===== src/design/wdt_params.svh =====
// register offsets, field positions, reset values and counts for the watchdog
`ifndef WDT_PARAMS_SVH
`define WDT_PARAMS_SVH
`define WDT_MODE_ADDR 16'hff48
`define WDT_KICK_ADDR 16'hff49
`define WDT_MODE_RESET 8'h67
`define WDT_KICK_READ 8'h9a
`define WDT_KICK_KEY 8'hac
`define WDT_CS_HI_BIT 4
`define WDT_CS_LO_BIT 3
`define WDT_FIXED_BITS 8'h60
`define WDT_SLOW_BASE_EXP 11
`define WDT_SYS_BASE_EXP 13
`define WDT_CNT_WIDTH 21
`define WDT_RESET_CAUSE_REGISTER_WDT_BIT 4
`endif


===== src/design/wdt_pkg.sv =====
// types shared by the watchdog design files
package wdt_pkg;
  typedef enum logic [1:0] {
    wdt_src_slow,
    wdt_src_sys,
    wdt_src_stop
  } wdt_src_t;

  typedef struct packed {
    logic wr;
    logic rd;
    logic bit_op;
    logic [15:0] addr;
    logic [7:0] wdata;
  } wdt_bus_t;
endpackage


===== src/design/wdt_tick.sv =====
// count-clock qualifier: picks the enabled tick for the selected source
`timescale 1ns/1ps
module wdt_tick
  import wdt_pkg::*;
(
  input wire logic clock,
  input wire logic rstn,
  input wire logic clk_en,
  input wire logic slow_osc_tick,
  input wire logic sys_clock_tick,
  input wire wdt_src_t src,
  input wire logic paused,
  output logic tick
);
  typedef struct packed {
    logic tick;
  } wdt_tick_state_t;

  wdt_tick_state_t s_q, s_d;

  always_comb begin
    s_d = s_q;
    case (src)
      wdt_src_slow: s_d.tick = slow_osc_tick & ~paused;
      wdt_src_sys: s_d.tick = sys_clock_tick & ~paused;
      default: s_d.tick = 1'b0;
    endcase
  end

  always_ff @(posedge clock or negedge rstn) begin
    if (!rstn) begin
      s_q <= '0;
    end else if (clk_en) begin
      s_q <= s_d;
    end
  end

  assign tick = s_q.tick;
endmodule


===== src/design/wdt_core.sv =====
// watchdog timer: mode and kick registers, counter, overflow and misuse reset
//
// Contract
// reset loads mode 67h, counting starts
// second mode write requests reset instead
// bits 4:3 pick slow, system, or stop
// interval n: 2^(11+n) slow, 2^(13+n) system
// interval field resets to all ones
// software writes bits 7:5 as 011
// software writes mode only by byte
// non-stoppable option forces slow clock source
// mode write clears the counter
// key ach to kick clears counter
// wrong kick value requests reset
// bit operation on kick requests reset
// kick register always reads 9ah
// non-stoppable: keep counting during stop
// overflow requests reset
// software kicks from aux timer in stop
// software picks interval covering flash erase
// watchdog reset sets reset-cause bit 4
// stoppable: pause in halt/stop, hold count
// stopped watchdog ignores misuse resets
// binary counter with tap compare
`timescale 1ns/1ps
`include "wdt_params.svh"
module wdt_core
  import wdt_pkg::*;
#(
  parameter int CNT_WIDTH = `WDT_CNT_WIDTH
)
(
  input wire logic clock,
  input wire logic rstn,
  input wire logic clk_en,
  input wire wdt_bus_t bus,
  input wire logic non_stoppable_opt,
  input wire logic slow_osc_tick,
  input wire logic sys_clock_tick,
  input wire logic halt_mode,
  input wire logic stop_mode,
  output logic [7:0] rdata,
  output logic wdt_reset_req,
  output logic watchdog_reset_flag,
  output logic [7:0] watchdog_mode_reg
);
  typedef struct packed {
    logic [7:0] mode;
    logic mode_written;
    logic [CNT_WIDTH-1:0] count;
    logic [7:0] rdata;
    logic reset_req;
    logic reset_flag;
  } wdt_state_t;

  wdt_state_t s_q, s_d;
  wdt_src_t src;
  logic paused;
  logic tick;
  logic stopped;
  logic mode_hit, kick_hit;
  logic misuse;
  logic overflow;

  // source decode shared by the tick path and the misuse gating
  function automatic wdt_src_t decode_src(input logic [7:0] mode, input logic fixed_slow);
    if (fixed_slow) begin
      decode_src = wdt_src_slow;
    end else if (mode[`WDT_CS_HI_BIT]) begin
      decode_src = wdt_src_stop;
    end else if (mode[`WDT_CS_LO_BIT]) begin
      decode_src = wdt_src_sys;
    end else begin
      decode_src = wdt_src_slow;
    end
  endfunction

  // overflow tap index for interval n and source
  function automatic int unsigned tap_index(input logic [2:0] n, input wdt_src_t s);
    if (s == wdt_src_sys) begin
      tap_index = `WDT_SYS_BASE_EXP + int'(n);
    end else begin
      tap_index = `WDT_SLOW_BASE_EXP + int'(n);
    end
  endfunction

  assign src = decode_src(s_q.mode, non_stoppable_opt);
  assign stopped = (src == wdt_src_stop);
  // non-stoppable keeps running in stop; halt then only matters when stoppable
  assign paused = non_stoppable_opt ? 1'b0 : (halt_mode | stop_mode);

  wdt_tick u_tick (
    .clock(clock),
    .rstn(rstn),
    .clk_en(clk_en),
    .slow_osc_tick(slow_osc_tick),
    .sys_clock_tick(sys_clock_tick),
    .src(src),
    .paused(paused),
    .tick(tick)
  );

  assign mode_hit = bus.wr && (bus.addr == `WDT_MODE_ADDR);
  assign kick_hit = bus.wr && (bus.addr == `WDT_KICK_ADDR);

  // misuse: second mode write, wrong key, any bit operation on kick
  always_comb begin
    misuse = 1'b0;
    if (!stopped) begin
      if (mode_hit && s_q.mode_written) begin
        misuse = 1'b1;
      end
      if (kick_hit && bus.bit_op) begin
        misuse = 1'b1;
      end
      if (kick_hit && !bus.bit_op && bus.wdata != `WDT_KICK_KEY) begin
        misuse = 1'b1;
      end
    end
  end

  // tap reached when bit k of the count is set, first at count 2^k
  assign overflow = !stopped && s_q.count[tap_index(s_q.mode[2:0], src)];

  always_comb begin
    s_d = s_q;
    s_d.reset_req = 1'b0;
    if (tick && !stopped) begin
      s_d.count = s_q.count + 1'b1;
    end
    if (mode_hit && !s_q.mode_written && !bus.bit_op) begin
      // fixed bits always read back as 011
      s_d.mode = (bus.wdata & 8'h1f) | `WDT_FIXED_BITS;
      s_d.mode_written = 1'b1;
      s_d.count = '0;
    end
    if (kick_hit && !bus.bit_op && bus.wdata == `WDT_KICK_KEY) begin
      s_d.count = '0;
    end
    if (misuse || overflow) begin
      s_d.reset_req = 1'b1;
      s_d.reset_flag = 1'b1;
      s_d.count = '0;
    end
    if (bus.rd) begin
      case (bus.addr)
        `WDT_MODE_ADDR: s_d.rdata = s_q.mode;
        `WDT_KICK_ADDR: s_d.rdata = `WDT_KICK_READ;
        default: s_d.rdata = 8'h00;
      endcase
    end
  end

  // reset flag survives the requested reset only if rstn is not the chip reset;
  // the cause register outside latches it before the chip reset lands
  always_ff @(posedge clock or negedge rstn) begin
    if (!rstn) begin
      s_q.mode <= `WDT_MODE_RESET;
      s_q.mode_written <= 1'b0;
      s_q.count <= '0;
      s_q.rdata <= 8'h00;
      s_q.reset_req <= 1'b0;
      s_q.reset_flag <= 1'b0;
    end else if (clk_en) begin
      s_q <= s_d;
    end
  end

  assign rdata = s_q.rdata;
  assign wdt_reset_req = s_q.reset_req;
  assign watchdog_reset_flag = s_q.reset_flag;
  assign watchdog_mode_reg = s_q.mode;
endmodule


===== config.mk =====
export PLATFORM = sky130hd
export DESIGN_NAME = wdt_core
export DESIGN_NICKNAME = d
export VERILOG_FILES = /design/src/design/wdt_pkg.sv /design/src/design/wdt_tick.sv /design/src/design/wdt_core.sv
export VERILOG_INCLUDE_DIRS = /design/src /design/src/design
export SDC_FILE = /design/constraint.sdc
export NUM_CORES = 1
export LEC_CHECK = 0
export BUFFER_PORTS_ARGS = -buffer_cell sky130_fd_sc_hd__buf_2
export CORE_UTILIZATION = 55
export CTS_CLUSTER_SIZE = 16
export DETAILED_ROUTE_END_ITERATION = 10
export GPL_ROUTABILITY_DRIVEN = 0
export PLACE_DENSITY = 0.87
export SLEW_MARGIN = 40
export SYNTH_ARGS = -nofsm -noshare
export SYNTH_HDL_FRONTEND = slang
export SYNTH_HIERARCHICAL = 1
export SYNTH_SLANG_ARGS = --single-unit
export TNS_END_PERCENT = 1

===== constraint.sdc =====
create_clock -name clock -period 5.5 [get_ports clock]
set_input_delay 0.275 -clock clock [delete_from_list [all_inputs] [get_ports clock]]
set_output_delay 0.275 -clock clock [all_outputs]
set_load 0.01 [all_outputs]

* Word level (Yosys, flattened, before mapping)
Index checks and enable logic that the tools add are counted.
** Word-level totals
- Memory bits (read-only) :: 0
- Word-level logic and storage cells :: 60
- Latch bits :: 0
- Output and inout bits :: 18
- Memories kept :: 0
- Input port bits :: 35
- Bits in writable memories :: 0
- Register bits after elaboration :: 38
** Operators by class
- Order comparisons :: 1
- Shift-type cells :: 0
- Bitwise gates (word level) :: 4
- Eq/ne operators :: 6
- Divide/modulo/power cells :: 0
- Muxes and demuxes :: 18
- Multiply operators :: 0
- Add/sub/neg operators :: 3
- Reductions and logical operators :: 21
** Operator list (number)
- $mux 21 :: 4
- $eq 16x16->1 const B :: 2
- $lt 32x6->1 const B :: 1
- $add 21x1->21 const B :: 1
- $pmux 8 s2 :: 1
- $logic_and 1x1->1 :: 11
- $add 4x3->5 const A :: 2
- $eq 8x8->1 const B :: 1
- $ne 8x8->1 const B :: 1
- $reduce_and 2->1 :: 4
- $mux 1 :: 7
- $mux 2 :: 3
- $bmux 1 s5 :: 1
- $mux 5 :: 1
- $reduce_bool 4->1 :: 1
- $logic_not 1->1 :: 3
- $and 1x1->1 :: 2
- $eq 2x1->1 const B :: 1
- $eq 2x2->1 const B :: 1
- $logic_not 2->1 :: 1
- $pmux 1 s2 :: 1
- $logic_or 1x1->1 :: 1
- $not 1->1 :: 1
- $or 1x1->1 :: 1

* Depth between registers and ports, before layout
- Word-level depth :: 11
- Depth in mapped cells :: 13
- Depth with buffers taken out :: 11

* By module
Netlist, hierarchy kept.
** Modules (own cells, without submodules)
- wdt_core :: sequential area each 904.6 um^2, times used 1, cells each 282, area each 2549.9 um^2
- wdt_tick :: sequential area each 25.0 um^2, times used 1, cells each 5, area each 53.8 um^2

* Least setup slack after synthesis
Ideal clock, no wire load.
- Path type :: register to register
- Start :: register s_q, in the netlist watchdog_mode_reg[0]
- End :: register s_q[11] (netlist bit)
- Slack :: 2056 ps
- Path buffers :: 1
- Library setup time :: 125 ps
- Cell stages (with the launch flop) :: 11
- Period minus slack after synthesis :: 3444 ps
- Arrival time :: 3319 ps
- Data required time :: 5375 ps
- Cell sequence :: dfstp_2 -> inv_1 -> fa_1 -> fa_1 -> buf_2 -> inv_2 -> or4_1 -> a311oi_1 -> nor4_2 -> a31oi_4 -> mux2_2
** On the way
- Word-level cells in the longest chain between the ends :: 8
- Elaborated cells on any way between the ends :: 10
- Classes of those cells :: add/sub (2); mux (4); reduce/logical (4)
** Ends and longest elaborated chain
- start, declared :: RTL line wdt_core.sv:56 : wdt_state_t s_q, s_d;
- $add 4x3->5 (no line)
- $mux 5 * :: RTL line wdt_core.sv:80 : if (s == wdt_src_sys) begin
- $bmux 1 s5 * :: RTL line wdt_core.sv:123 : assign overflow = !stopped && s_q.count[tap_index(s_q.mode[2:0], src)];
- $mux 1 (implied by the code) * :: RTL line wdt_core.sv:123
- $logic_and 1x1->1 * :: RTL line wdt_core.sv:123
- $logic_or 1x1->1 * :: RTL line wdt_core.sv:140 : if (misuse || overflow) begin
- $reduce_bool 4->1 (no line)
- $reduce_and 2->1 (no line)
Every way passes the cells marked *; elsewhere a longest branch is shown, timed or not. The select of a mux whose other input is x is not followed.
A chain may end at the register's enable or synchronous reset.

* Worst setup path in the final report
Ends and elaborated chain as after synthesis.

==> run summary <==
DR vias -> 2339
share of async-settable or async-resettable flops after synthesis -> 100.0%
cell area reported after detailed placement -> 2753 sq um
Top cell by count, worst path -> sky130_fd_sc_hd__fa_1
dominant cells by area after synthesis -> sky130_fd_sc_hd__dfrtp_1 33%, sky130_fd_sc_hd__nand2_1 5.6%, sky130_fd_sc_hd__o221ai_2 5.2%, sky130_fd_sc_hd__buf_4 4.6%, sky130_fd_sc_hd__nand3_1 3.1%
Tightest Pin Transition -> 0.8818 ns
syn avg cell area -> 9.072 sq um
kind of capture point of the worst setup path -> flip-flop
type of the worst setup path -> reg -> reg
min cycle time layout -> 4.360 ns
number of nets in the layout -> 360
half-perimeter wire length after placement -> 4551 um
standard-cell rows -> 24
total standard cell area after synthesis -> 2604 sq um
grt total ovfl -> 0
number of diodes -> 0
cell type of the slowest stage on the worst timing path -> sky130_fd_sc_hd__fa_1
internal power -> 536.5 uW
total clock buffers created by CTS -> 5
detailed router's first-iteration violation count -> 169
share of post-route cells with drive strength above 1 -> 27.41%
portion of the post-synthesis area used by sequential elements -> 35.70%
unrepaired setup endpoints after global routing -> no
leak pwr -> 0.001296 uW
clock tree from TritonCTS -> yes
maximum VDD drop -> 0.0002192 V
post-route DRC violation count -> 0
top-level port count -> 53
clock network fraction of design power -> 21.2%
areal power density over the cells -> 302.9 nW/um^2
Final Slew Violations -> 0
Cell variety after synth -> 59
Total Die Area -> 5013 sq um
final clock period utilization by the worst path -> 79.27%
count of input and output buffers -> 49
highest attainable clock frequency -> 229.4 MHz
delay-heaviest family, CP -> adder cells
highest cell delay on the worst timing path -> 0.70 ns
global-route wire length before repair -> 10580 um
all-layer global routing usage -> 26.36%
Setup Viol. Count Final -> 0
number of flip-flops in the largest register -> 22
Die H -> 70.81 um
starting density of the core -> 58.59%
count of maximum capacitance violations -> 0
skew final -> 0.008571 ns
post-CTS setup repair buffer count -> 0
maximum number of pins on one net before global-route repair -> 38
end of the worst hold path -> watchdog_mode_reg[2]
cell accounting for the most synthesized area -> sky130_fd_sc_hd__dfrtp_1
first-pass iteration count of the detailed router -> 7
r2r startpoint -> watchdog_mode_reg[0]
cell count after synthesis -> 287
antenna violations before repair -> 0
result of the run -> finished clean
register area -> 929.6 sq um
Worst Path Arrival -> 4.55 ns
Register-to-Register Path Depth -> 10
CTS clock-pin slew for the worst setup and hold paths -> 0.07 ns
number of synthesized flops with an enable pin -> 0
path type of the worst min-delay path -> in -> reg
count of fill cells added during filler insertion -> 356
launch point of the worst hold path -> bus[2]
startpoint type of the worst setup path -> flip-flop
normalized max-slew margin -> 40.96%
Synthesis Warnings -> 6
most used flip-flop cell after synthesis -> sky130_fd_sc_hd__dfrtp_1
buffer depth of the longest clock path -> 2
setup total negative slack -> 0 ns
Final Hold Vio Count -> 0
antenna viol nets, final -> 0
register-to-register path setup slack -> 1.14 ns
cell breakdown of the critical path -> inv_1, fa_1, fa_1, inv_2, or4_1, a311oi_1, nor4_2, buf_4, a31oi_4, mux2_2
detailed-route vias per instance -> 6.271
leading post-synthesis cells by instance count -> 39 x sky130_fd_sc_hd__nand2_1, 34 x sky130_fd_sc_hd__dfrtp_1, 21 x sky130_fd_sc_hd__inv_1, 17 x sky130_fd_sc_hd__nor2_1
worst-path fanout max -> 15
x dimension of the die -> 70.81 um
number of synthesized register bits -> 37
switching power of the nets -> 329.1 uW
area of combinational cells with multiple inputs -> 1434 sq um
sinks on the clock net -> 37
WL per Instance -> 16.35 um
combinational share of power -> 34.1%
endpoint of the most critical register-to-register path -> s_q[11]
CTS root buf -> sky130_fd_sc_hd__clkbuf_8
area delta synth->final -> 9.755%
worst skew pair latency -> 0.30 ns
placeable core region -> 4444 sq um
crit path buf inv count -> 3
proportion of power drawn by flip-flops and latches -> 44.7%
cell with the most instances after synthesis -> sky130_fd_sc_hd__nand2_1
H-tree levels -> 2
required time of the worst setup path -> 5.69 ns
via count of the first global-routing pass -> 2226
final wirelength -> 6099 um
total non-filler cell area in the finished layout -> 2858 sq um
switching portion of total power -> 38.02%
top cell type's share of synthesized area -> 32.68%
number of cells on the worst hold path -> 3
==> layout by cell type, fill, tap and decap left out, types with 3 or more instances in the layout <==
master	instances
sky130_fd_sc_hd__mux2_2	6
sky130_fd_sc_hd__nor4_2	3
sky130_fd_sc_hd__inv_1	21
sky130_fd_sc_hd__nor2b_1	5
sky130_fd_sc_hd__a31oi_1	5
sky130_fd_sc_hd__o31ai_1	5
sky130_fd_sc_hd__o221ai_2	9
sky130_fd_sc_hd__conb_1	3
sky130_fd_sc_hd__nand2b_1	5
sky130_fd_sc_hd__nand3_1	16
sky130_fd_sc_hd__clkbuf_8	5
sky130_fd_sc_hd__and3_1	4
sky130_fd_sc_hd__o21ai_0	14
sky130_fd_sc_hd__nor2_1	17
sky130_fd_sc_hd__dfrtp_1	34
sky130_fd_sc_hd__and2_1	4
sky130_fd_sc_hd__mux2_1	4
sky130_fd_sc_hd__and4_1	3
sky130_fd_sc_hd__ha_1	3
sky130_fd_sc_hd__nand4_1	9
sky130_fd_sc_hd__nand2_1	39
sky130_fd_sc_hd__nor3_1	5
sky130_fd_sc_hd__a32o_1	5
sky130_fd_sc_hd__dfstp_2	3
sky130_fd_sc_hd__buf_2	48
==> cells by family (layout without fill, tap and decap cells) <==
family          after synthesis  count (layout)  share of synthesized area, %
compound gates               59              59                         20.13
fa+ha+maj                     5               5                         2.980
buf+inv                      48              81                         9.803
flops                        37              37                         35.70
mux                          13              13                         5.958
other cells                   2               3                        0.2884
simple gates                123             123                         25.13
==> power by group through the flow <==
stage / Sequential, uW / Clock (uW) / Combinational [uW]
floorplan: 370 / 0 / 225
global placement: 385 / 0 / 279
detailed placement: 389 / 0 / 292
CTS: 384 / 187 / 292
global route: 394 / 194 / 326
finish: 387 / 184 / 295
==> worst max-delay path by stage <==
stage	start	end	slack, ns	depth (start not counted)
detailed placement	watchdog_mode_reg[0]	s_q[11]	1.18	10
CTS	watchdog_mode_reg[0]	s_q[11]	1.18	10
global placement	watchdog_mode_reg[0]	s_q[11]	1.35	10
floorplan	watchdog_mode_reg[0]	s_q[11]	2.06	10
global route	watchdog_mode_reg[0]	s_q[11]	0.91	10
finish	watchdog_mode_reg[0]	s_q[11]	1.14	10
==> tightest hold or removal path, delay by kind of cell <==
kind,cells,cell delay (ns)
AOI/OAI and AO/OA,1,0.07
buffers and inverters,1,0.11
and+or+nand+nor,1,0.05
==> per-stage QoR <==
step	power [uW]	instances	hold slack, ns	utilization, %	worst slack [ns]
final	865.6	373	0.2158	64.30	1.140
after global routing	914.9	373	0.2432	64.30	0.9114
after CTS	862.6	372	0.08637	63.77	1.179
after detailed placement	681.1	364	0.4085	61.94	1.184
after global placement	664.6	364	0.4011	61.94	1.345
after floorplan	595.0	288	-0.02059	-	2.056
==> final cells by class <==
| cell class | instances | area share [%] |
|---|---|---|
| clock inverter | 1 | 0.1751 |
| sequential | 37 | 32.53 |
| inverter | 22 | 2.890 |
| multi-input combinational | 203 | 50.18 |
| timing repair buffer | 51 | 9.282 |
| clock buffer | 7 | 2.671 |
| tap | 52 | 2.277 |
==> per-layer routing <==
metal	vias up	share of wire [%]	GRT usage, %
met2	87	50	43.91
met5	-	0	0
met4	0	1.6	9.333
met1	1140	44	34.72
li1	1103	-	-
met3	9	5.0	4.701
==> timing repair <==
action,in CTS,in global routing
hold buffers,0,1
endpoints found under the hold margin,0,34
gates resized for setup,0,0
No activity file was read; power rests on OpenSTA's default activity.
